===== src/hdl/spbm_pkg.sv =====
// Constants for the self-programming boot map and control register.
package spbm_pkg;
  // ----------------------------------------
  // Register addressing
  // ----------------------------------------
  localparam logic [7:0] CSR_DATA_OFFSET = 8'h57;
  localparam logic [7:0] IO_SPACE_BASE = 8'h20;
  localparam logic [7:0] CSR_IO_ADDR = CSR_DATA_OFFSET - IO_SPACE_BASE;
  localparam logic [7:0] CSR_RESET = 8'h00;
  // ----------------------------------------
  // Control and status field positions
  // ----------------------------------------
  localparam int BIT_READY_IRQ_ENABLE = 7;
  localparam int BIT_REGION_BUSY = 6;
  localparam int BIT_SIGNATURE_READ = 5;
  localparam int BIT_REGION_READ_ENABLE = 4;
  localparam int BIT_LOCK_BIT_SET = 3;
  localparam int BIT_PAGE_WRITE = 2;
  localparam int BIT_PAGE_ERASE = 1;
  localparam int BIT_STORE_ENABLE = 0;
  // ----------------------------------------
  // Timing windows in core cycles
  // ----------------------------------------
  localparam logic [2:0] STORE_WINDOW_CYCLES = 3'h4;
  localparam logic [2:0] LOAD_WINDOW_CYCLES = 3'h3;
  // ----------------------------------------
  // Address maps, 4K-word and 8K-word
  // ----------------------------------------
  localparam logic [12:0] HALT_START_4K = 13'h0C00;
  localparam logic [12:0] HALT_START_8K = 13'h1C00;
  localparam logic [12:0] BOOT_START_4K_3 = 13'h0F80;
  localparam logic [12:0] BOOT_START_4K_2 = 13'h0F00;
  localparam logic [12:0] BOOT_START_4K_1 = 13'h0E00;
  localparam logic [12:0] BOOT_START_4K_0 = 13'h0C00;
  localparam logic [12:0] BOOT_START_8K_3 = 13'h1F80;
  localparam logic [12:0] BOOT_START_8K_2 = 13'h1F00;
  localparam logic [12:0] BOOT_START_8K_1 = 13'h1E00;
  localparam logic [12:0] BOOT_START_8K_0 = 13'h1C00;
  localparam int PAGE_LSB_4K = 6;
  localparam int PAGE_LSB_8K = 7;
  // ----------------------------------------
  // Sequencer states
  // ----------------------------------------
  typedef enum logic [2:0] {
    SPBM_IDLE = 3'b001,
    SPBM_ARMED = 3'b010,
    SPBM_BUSY = 3'b100
  } spbm_state_t;
endpackage


===== src/hdl/spbm_top.sv =====
// Self-programming boot map, pointer decode and control register.
`timescale 1ns/10ps
`default_nettype none
module spbm_top #(
  parameter bit WORDS_8K = 1'b0
) (
  input wire logic core_clk,
  input wire logic nrst,
  input wire logic [1:0] boot_size_field,
  input wire logic global_irq_enable,
  input wire logic [7:0] bus_addr,
  input wire logic bus_io_space,
  input wire logic bus_wr,
  input wire logic bus_rd,
  input wire logic [7:0] bus_wdata,
  input wire logic spm_exec,
  input wire logic lpm_exec,
  input wire logic [15:0] z_ptr,
  input wire logic flash_done,
  output logic [7:0] bus_rdata,
  output logic ready_irq,
  output logic [12:0] boot_start,
  output logic [12:0] app_end,
  output logic [6:0] page_select,
  output logic [5:0] buffer_word_select,
  output logic byte_select,
  output logic page_in_concurrent,
  output logic page_erase_go,
  output logic page_write_go,
  output logic buffer_fill_go,
  output logic lock_set_go,
  output logic lock_read_go,
  output logic signature_read_go,
  output logic region_reenable_go
);
  // ----------------------------------------
  // Reset release and fuse synchroniser
  // ----------------------------------------
  logic rst_meta_q;
  logic rst_n_q;
  logic [1:0] fuse_meta_q;
  logic [1:0] fuse_q;
  always_ff @(posedge core_clk or negedge nrst) begin
    if (!nrst) begin
      rst_meta_q <= 1'b0;
      rst_n_q <= 1'b0;
    end else begin
      rst_meta_q <= 1'b1;
      rst_n_q <= rst_meta_q;
    end
  end
  always_ff @(posedge core_clk or negedge rst_n_q) begin
    if (!rst_n_q) begin
      fuse_meta_q <= 2'h0;
      fuse_q <= 2'h0;
    end else begin
      fuse_meta_q <= boot_size_field;
      fuse_q <= fuse_meta_q;
    end
  end

  // ----------------------------------------
  // Address map decode
  // ----------------------------------------
  logic [12:0] boot_start_d;
  logic [12:0] boot_start_q;
  logic [12:0] app_end_q;
  logic [6:0] page_d;
  logic [6:0] page_q;
  logic [5:0] word_d;
  logic [5:0] word_q;
  logic byte_q;
  logic in_region_d;
  logic in_region_q;
  logic [12:0] page_base;
  always_comb begin
    if (WORDS_8K) begin
      case (fuse_q)
        2'h3: boot_start_d = spbm_pkg::BOOT_START_8K_3;
        2'h2: boot_start_d = spbm_pkg::BOOT_START_8K_2;
        2'h1: boot_start_d = spbm_pkg::BOOT_START_8K_1;
        default: boot_start_d = spbm_pkg::BOOT_START_8K_0;
      endcase
      page_d = z_ptr[13:spbm_pkg::PAGE_LSB_8K];
      word_d = z_ptr[6:1];
      page_base = {page_d, 6'h00};
      in_region_d = page_base < spbm_pkg::HALT_START_8K;
    end else begin
      case (fuse_q)
        2'h3: boot_start_d = spbm_pkg::BOOT_START_4K_3;
        2'h2: boot_start_d = spbm_pkg::BOOT_START_4K_2;
        2'h1: boot_start_d = spbm_pkg::BOOT_START_4K_1;
        default: boot_start_d = spbm_pkg::BOOT_START_4K_0;
      endcase
      page_d = z_ptr[12:spbm_pkg::PAGE_LSB_4K];
      word_d = {1'b0, z_ptr[5:1]};
      page_base = {1'b0, page_d, 5'h00};
      in_region_d = page_base < spbm_pkg::HALT_START_4K;
    end
  end
  always_ff @(posedge core_clk or negedge rst_n_q) begin
    if (!rst_n_q) begin
      boot_start_q <= 13'h0000;
      app_end_q <= 13'h0000;
      page_q <= 7'h00;
      word_q <= 6'h00;
      byte_q <= 1'b0;
      in_region_q <= 1'b0;
    end else begin
      boot_start_q <= boot_start_d;
      app_end_q <= boot_start_d - 13'h0001;
      page_q <= page_d;
      word_q <= word_d;
      // Z0 is only a load byte select
      byte_q <= z_ptr[0];
      in_region_q <= in_region_d;
    end
  end

  // ----------------------------------------
  // Control register and sequencer
  // ----------------------------------------
  spbm_pkg::spbm_state_t state_d;
  spbm_pkg::spbm_state_t state_q;
  logic [7:0] csr_d;
  logic [7:0] csr_q;
  logic [2:0] win_d;
  logic [2:0] win_q;
  logic [7:0] rdata_d;
  logic [7:0] rdata_q;
  logic irq_d;
  logic irq_q;
  logic [6:0] go_d;
  logic [6:0] go_q;
  logic hit;
  logic cmd_ok;
  logic [5:0] cmd;
  always_comb begin
    state_d = state_q;
    csr_d = csr_q;
    win_d = win_q;
    go_d = 7'h00;
    rdata_d = rdata_q;
    cmd = bus_wdata[5:0];
    hit = bus_io_space ? (bus_addr == spbm_pkg::CSR_IO_ADDR)
                       : (bus_addr == spbm_pkg::CSR_DATA_OFFSET);
    // At most one command bit alongside store enable is meaningful.
    cmd_ok = cmd[spbm_pkg::BIT_STORE_ENABLE] &&
             ((cmd[5:1] & (cmd[5:1] - 5'h01)) == 5'h00);
    case (state_q)
      spbm_pkg::SPBM_IDLE: begin
        if (bus_wr && hit) begin
          csr_d[spbm_pkg::BIT_READY_IRQ_ENABLE] =
            bus_wdata[spbm_pkg::BIT_READY_IRQ_ENABLE];
          if (cmd_ok) begin
            csr_d[5:0] = cmd;
            win_d = 3'h0;
            state_d = spbm_pkg::SPBM_ARMED;
          end
        end
      end
      spbm_pkg::SPBM_ARMED: begin
        win_d = win_q + 3'h1;
        if (bus_wr && hit) begin
          csr_d[spbm_pkg::BIT_READY_IRQ_ENABLE] =
            bus_wdata[spbm_pkg::BIT_READY_IRQ_ENABLE];
        end
        if (lpm_exec && win_q < spbm_pkg::LOAD_WINDOW_CYCLES &&
            (csr_q[spbm_pkg::BIT_SIGNATURE_READ] ||
             csr_q[spbm_pkg::BIT_LOCK_BIT_SET])) begin
          go_d[5] = csr_q[spbm_pkg::BIT_LOCK_BIT_SET];
          go_d[4] = csr_q[spbm_pkg::BIT_SIGNATURE_READ];
          csr_d[5:0] = 6'h00;
          state_d = spbm_pkg::SPBM_IDLE;
        end else if (spm_exec && !csr_q[spbm_pkg::BIT_SIGNATURE_READ]) begin
          // erase and write use the latched page
          if (csr_q[spbm_pkg::BIT_PAGE_ERASE] ||
              csr_q[spbm_pkg::BIT_PAGE_WRITE]) begin
            go_d[0] = csr_q[spbm_pkg::BIT_PAGE_ERASE];
            go_d[1] = csr_q[spbm_pkg::BIT_PAGE_WRITE];
            // busy set on a concurrent-region target
            if (in_region_d) begin
              csr_d[spbm_pkg::BIT_REGION_BUSY] = 1'b1;
            end
            state_d = spbm_pkg::SPBM_BUSY;
          end else begin
            if (csr_q[spbm_pkg::BIT_REGION_READ_ENABLE]) begin
              csr_d[spbm_pkg::BIT_REGION_BUSY] = 1'b0;
              go_d[3] = 1'b1;
            end else if (csr_q[spbm_pkg::BIT_LOCK_BIT_SET]) begin
              go_d[6] = 1'b1;
            end else begin
              csr_d[spbm_pkg::BIT_REGION_BUSY] = 1'b0;
              go_d[2] = 1'b1;
            end
            csr_d[5:0] = 6'h00;
            state_d = spbm_pkg::SPBM_IDLE;
          end
        end else if (win_q == spbm_pkg::STORE_WINDOW_CYCLES - 3'h1) begin
          csr_d[5:0] = 6'h00;
          state_d = spbm_pkg::SPBM_IDLE;
        end
      end
      spbm_pkg::SPBM_BUSY: begin
        if (bus_wr && hit) begin
          csr_d[spbm_pkg::BIT_READY_IRQ_ENABLE] =
            bus_wdata[spbm_pkg::BIT_READY_IRQ_ENABLE];
        end
        // store enable holds until erase or write ends
        if (flash_done) begin
          csr_d[5:0] = 6'h00;
          state_d = spbm_pkg::SPBM_IDLE;
        end
      end
      default: begin
        csr_d = spbm_pkg::CSR_RESET;
        state_d = spbm_pkg::SPBM_IDLE;
      end
    endcase
    // bit order is the layout of csr_q
    if (bus_rd) begin
      rdata_d = hit ? csr_q : 8'h00;
    end
    // level request while store enable is low
    irq_d = csr_q[spbm_pkg::BIT_READY_IRQ_ENABLE] && global_irq_enable &&
            !csr_q[spbm_pkg::BIT_STORE_ENABLE];
  end
  always_ff @(posedge core_clk or negedge rst_n_q) begin
    if (!rst_n_q) begin
      state_q <= spbm_pkg::SPBM_IDLE;
      csr_q <= spbm_pkg::CSR_RESET;
      win_q <= 3'h0;
      rdata_q <= 8'h00;
      irq_q <= 1'b0;
      go_q <= 7'h00;
    end else begin
      state_q <= state_d;
      csr_q <= csr_d;
      win_q <= win_d;
      rdata_q <= rdata_d;
      irq_q <= irq_d;
      go_q <= go_d;
    end
  end

  // ----------------------------------------
  // Outputs
  // ----------------------------------------
  // Page and word outputs track the pointer one cycle late, so strobes
  // and the address they belong to leave together.
  assign bus_rdata = rdata_q;
  assign ready_irq = irq_q;
  assign boot_start = boot_start_q;
  assign app_end = app_end_q;
  assign page_select = page_q;
  // word select passes through untouched on page write
  assign buffer_word_select = word_q;
  assign byte_select = byte_q;
  assign page_in_concurrent = in_region_q;
  assign page_erase_go = go_q[0];
  assign page_write_go = go_q[1];
  assign buffer_fill_go = go_q[2];
  assign region_reenable_go = go_q[3];
  assign signature_read_go = go_q[4];
  assign lock_read_go = go_q[5];
  assign lock_set_go = go_q[6];
endmodule
`default_nettype wire


===== config.mk =====
export PLATFORM = sky130hd
export DESIGN_NAME = spbm_top
export DESIGN_NICKNAME = d
export VERILOG_FILES = /design/src/hdl/spbm_pkg.sv /design/src/hdl/spbm_top.sv
export SDC_FILE = /design/constraint.sdc
export NUM_CORES = 1
export LEC_CHECK = 0
export BUFFER_PORTS_ARGS = -buffer_cell sky130_fd_sc_hd__buf_2
export CAP_MARGIN = 10
export CELL_PAD_IN_SITES_DETAIL_PLACEMENT = 2
export CELL_PAD_IN_SITES_GLOBAL_PLACEMENT = 2
export CORE_AREA = 2 2 90 92
export DETAILED_ROUTE_END_ITERATION = 10
export DIE_AREA = 0 0 92 94
export GPL_ROUTABILITY_DRIVEN = 0
export PLACE_DENSITY_LB_ADDON = 0.1
export SLEW_MARGIN = 30
export SYNTH_ARGS = -nofsm -noshare
export SYNTH_HDL_FRONTEND = slang
export SYNTH_SLANG_ARGS = --single-unit

===== constraint.sdc =====
create_clock -name core_clk -period 2.9 [get_ports core_clk]
set_input_delay 0.435 -clock core_clk [delete_from_list [all_inputs] [get_ports core_clk]]
set_output_delay 0.435 -clock core_clk [all_outputs]
set_load 0.1 [all_outputs]

==> out/qor_table.md <==
| Quantity | This run |
|:---|:---|
| First-pass DRT Iterations | 4 |
| Unrepaired setup endpoints after global routing | no |
| Core area | 0.00761 mm² |
| Peak fanout along the critical path | 8 |
| Asr flop ratio synth | 100% |
| Max Freq | 0.457 GHz |
| Post-route DRC violation count | 0 |
| Required time worst endpoint | 3.15 ns |
| Detailed-route via count | 1687 |
| Arrival time at the worst endpoint | 2.44 ns |
| Number of buffers created by CTS | 9 |
| Result of the run | finished, final reports clean |
| Number of levels in the clock H-tree | 3 |
| TritonCTS clock tree | built |
| Proportion of total power due to net switching | 37.6% |
| Transition at the pin with the smallest max-transition slack | 0.698 ns |
| Vias in the first global route | 1820 |
| Num Clock Sinks | 57 |
| Hold Worst Slack | 0.203 ns |
| Starting density of the core | 29.8% |
| Number of endpoints with negative hold slack in the final report | 0 |
| Power spent charging and discharging nets | 901 µW |
| Max_cap viols | 0 |
| Number of enable flip-flop cells after synthesis | 0 |
| Share of the core filled with cells | 38.3% |
| Final worst path period need | 2.19 ns |
| Share of final-layout standard cells stronger than drive strength 1 | 38.8% |
| Die outline width | 92 µm |
| Detailed-route vias per instance | 4.35 |
| Buffers inserted by post-CTS timing repair | 0 |
| Post-route clock period utilization | 75.4% |
| Seq/Total Area, Yosys | 63.0% |
| Clock share of power | 30.3% |
| Drt wl/cell | 13.7 µm |
| Number of antenna violations at the first check in global routing | 0 |
| Power density of the placed cells | 824 mW/mm² |
| Number of nets in the layout | 326 |
| Largest net degree at the start of global routing | 33 |
| # fillers | 854 |
| Combinational share of power | 27.9% |
| Worst Hold Class | in -> reg |
| Area taken by multi-input logic gates | 642 µm² |
| Total number of placement rows | 32 |
| Number of nets still failing antenna checks after routing | 0 |
| Remaining Overflow, GRT | 0 |
| Post-synth cell types | 45 |
| Vertical die dimension | 94 µm |
| Flip-flop cell with the highest count after synthesis | sky130_fd_sc_hd__dfrtp_1 |
| Total of endpoints with negative setup slack in the final report | 0 |
| Gate Count Post-Synth | 195 |
| Static leakage power | 0.00150 µW |
| Die Footprint | 0.00865 mm² |
| Post-Synthesis Cell Area | 0.00227 mm² |
| Synth-to-layout area growth | 28.4% |
| Slew Viols, Final | 0 |
| Total global routing track utilization | 13.7% |
| Setup crit start kind | flop |
| Sequential Power Share | 41.8% |
| Kind of critical path | reg -> reg |
| Storage element area | 0.00143 mm² |
| Port-buffer cells | 85 |
| Global-route wire length before repair | 8.98 mm |
| Post-Route WL | 5.33 mm |
| DRC violation total after the first TritonRoute iteration | 38 |
| TNS Setup | 0 ns |
| Number of flip-flops and latches in the synthesized netlist | 57 |
| Max_slew headroom | 53.5% |
| Clk_skew | 0.00649 ns |
| Worst-skew pair later-pin latency | 0.33 ns |
| Boundary pin count | 100 |
| Largest voltage drop on the vdd net | 0.247 mV |
| Final antenna diode count | 0 |
| Mapped Avg Cell Area | 11.6 µm² |
| Warning count from the yosys run | 0 |
| Number of buffers on the longest clock path | 2 |
| CP endpoint kind | flop |
| Master cell of the clock root buffer | sky130_fd_sc_hd__clkbuf_8 |
| Clock slew seen by the registers of the worst setup and hold paths | 0.07 ns |
| Estimated wirelength of the detail-placed design | 4.16 mm |
| Cell internal power dissipation | 1500 µW |
==> final cells by class <==
cell class                 count  share of cell area (%)
timing repair buffer          89                    15.7
tap                          102                    4.38
clock buffer                   9                    4.25
clock inverter                 7                    2.45
sequential                    57                    49.1
inverter                      16                    2.06
multi-input combinational    108                    22.0
==> state kept, by name, indices dropped and copies added, names as in the netlist, 3 cells and up <==
register	count
page_select	7
boot_start	3
win_q	3
bus_rdata	8
go_q	7
app_end	4
csr_q	8
state_q	3
buffer_word_select	5
==> logic make-up (layout without fill, tap and decap cells) <==
logic type,count (synthesis),in the layout,share of synthesized area [%]
buffers and inverters,40,121,10.4
other,2,12,0.331
xor gates and xnor gates,1,1,0.386
adders and majority gates,3,3,1.55
DFF,57,57,63.0
AOI/OAI and AO/OA,27,27,7.45
and+or+nand+nor,57,57,13.4
muxes,8,8,3.59
==> per-layer routing <==
metal / track usage, % / vias to the layer above / part of all wire (%)
met4: 7.84 / 0 / 1.8
met1: 16.7 / 822 / 43
met3: 3.37 / 8 / 6.7
li1: - / 786 / -
met5: 0 / - / 0
met2: 22.1 / 71 / 49
==> cell usage in the layout, fill, tap and decap left out, types with 3 or more instances in the layout <==
cell type                    count
sky130_fd_sc_hd__a21oi_1         5
sky130_fd_sc_hd__and3_1          3
sky130_fd_sc_hd__buf_2          85
sky130_fd_sc_hd__buf_4           3
sky130_fd_sc_hd__clkbuf_8        9
sky130_fd_sc_hd__clkinvlp_4      3
sky130_fd_sc_hd__conb_1         12
sky130_fd_sc_hd__dfrtp_1        55
sky130_fd_sc_hd__inv_1          16
sky130_fd_sc_hd__mux2i_1         7
sky130_fd_sc_hd__nand2_1        19
sky130_fd_sc_hd__nand2b_1        4
sky130_fd_sc_hd__nor2_1          9
sky130_fd_sc_hd__nor3_1          3
sky130_fd_sc_hd__nor3b_1         3
sky130_fd_sc_hd__o21ai_0        11
==> power groups by stage <==
stage               logic, µW  registers, µW  clock network [µW]
floorplan                 434           1110                   0
global placement          665           1020                   0
detailed placement        679           1030                   0
CTS                       682           1010                 753
global route              741           1030                 789
finish                    668           1000                 727
==> cell usage after synthesis (all sizes together), types with 3 or more instances <==
cell type,instances,area [µm²]
a21oi,5,25.0
and3,3,18.8
buf,23,171
dfrtp,56,1400
inv,16,60.1
mux2i,7,70.1
nand2,19,71.3
nand2b,4,25.0
nand3,3,20.0
nor2,9,33.8
nor3,3,15.0
nor3b,3,22.5
o21ai,11,55.1
==> worst max-delay path, cell delays in order, from the launching register on <==
cell and delay (ns):
sky130_fd_sc_hd__dfrtp_1 0.45, sky130_fd_sc_hd__or3b_1 0.55, sky130_fd_sc_hd__a311o_1 0.45, sky130_fd_sc_hd__a21o_1 0.23, sky130_fd_sc_hd__nand3_2 0.19, sky130_fd_sc_hd__mux2i_1 0.22
==> through the flow <==
| stage | power (µW) | std cells | instance area [µm²] | worst slack (ns) |
|---|---|---|---|---|
| finish | 2400 | 388 | 2910 | 0.714 |
| global route | 2560 | 388 | 2910 | 0.553 |
| CTS | 2440 | 388 | 2910 | 0.697 |
| detailed placement | 1700 | 371 | 2710 | 0.562 |
| global placement | 1690 | 371 | 2710 | 0.592 |
| floorplan | 1540 | 205 | 2300 | 0.947 |
==> final timing paths <==
| check | start | slack, ns | endpoint | depth (start not counted) |
|---|---|---|---|---|
| setup / recovery | state_q[2] | 0.71 | csr_q[2] | 5 |
| hold / removal | boot_size_field[1] | 0.20 | fuse_meta_q[1] | 1 |
| setup reg to reg | state_q[2] | 0.71 | csr_q[2] | 5 |
| hold reg to reg | rst_n_q | 0.32 | win_q[0] | 0 |
| max in group asynchronous | rst_n_q | 1.93 | go_q[0] | 1 |
| min in group asynchronous | rst_n_q | 0.32 | win_q[0] | 0 |
==> what timing repair did <==
| item | CTS | global route |
|---|---|---|
| setup endpoints to repair | 0 | 0 |
| gates resized for setup | 0 | 0 |
| hold buffers | 1 | 0 |
| hold endpoints to repair | 2 | 0 |
Note: power is estimated with default switching activity, not from simulation.
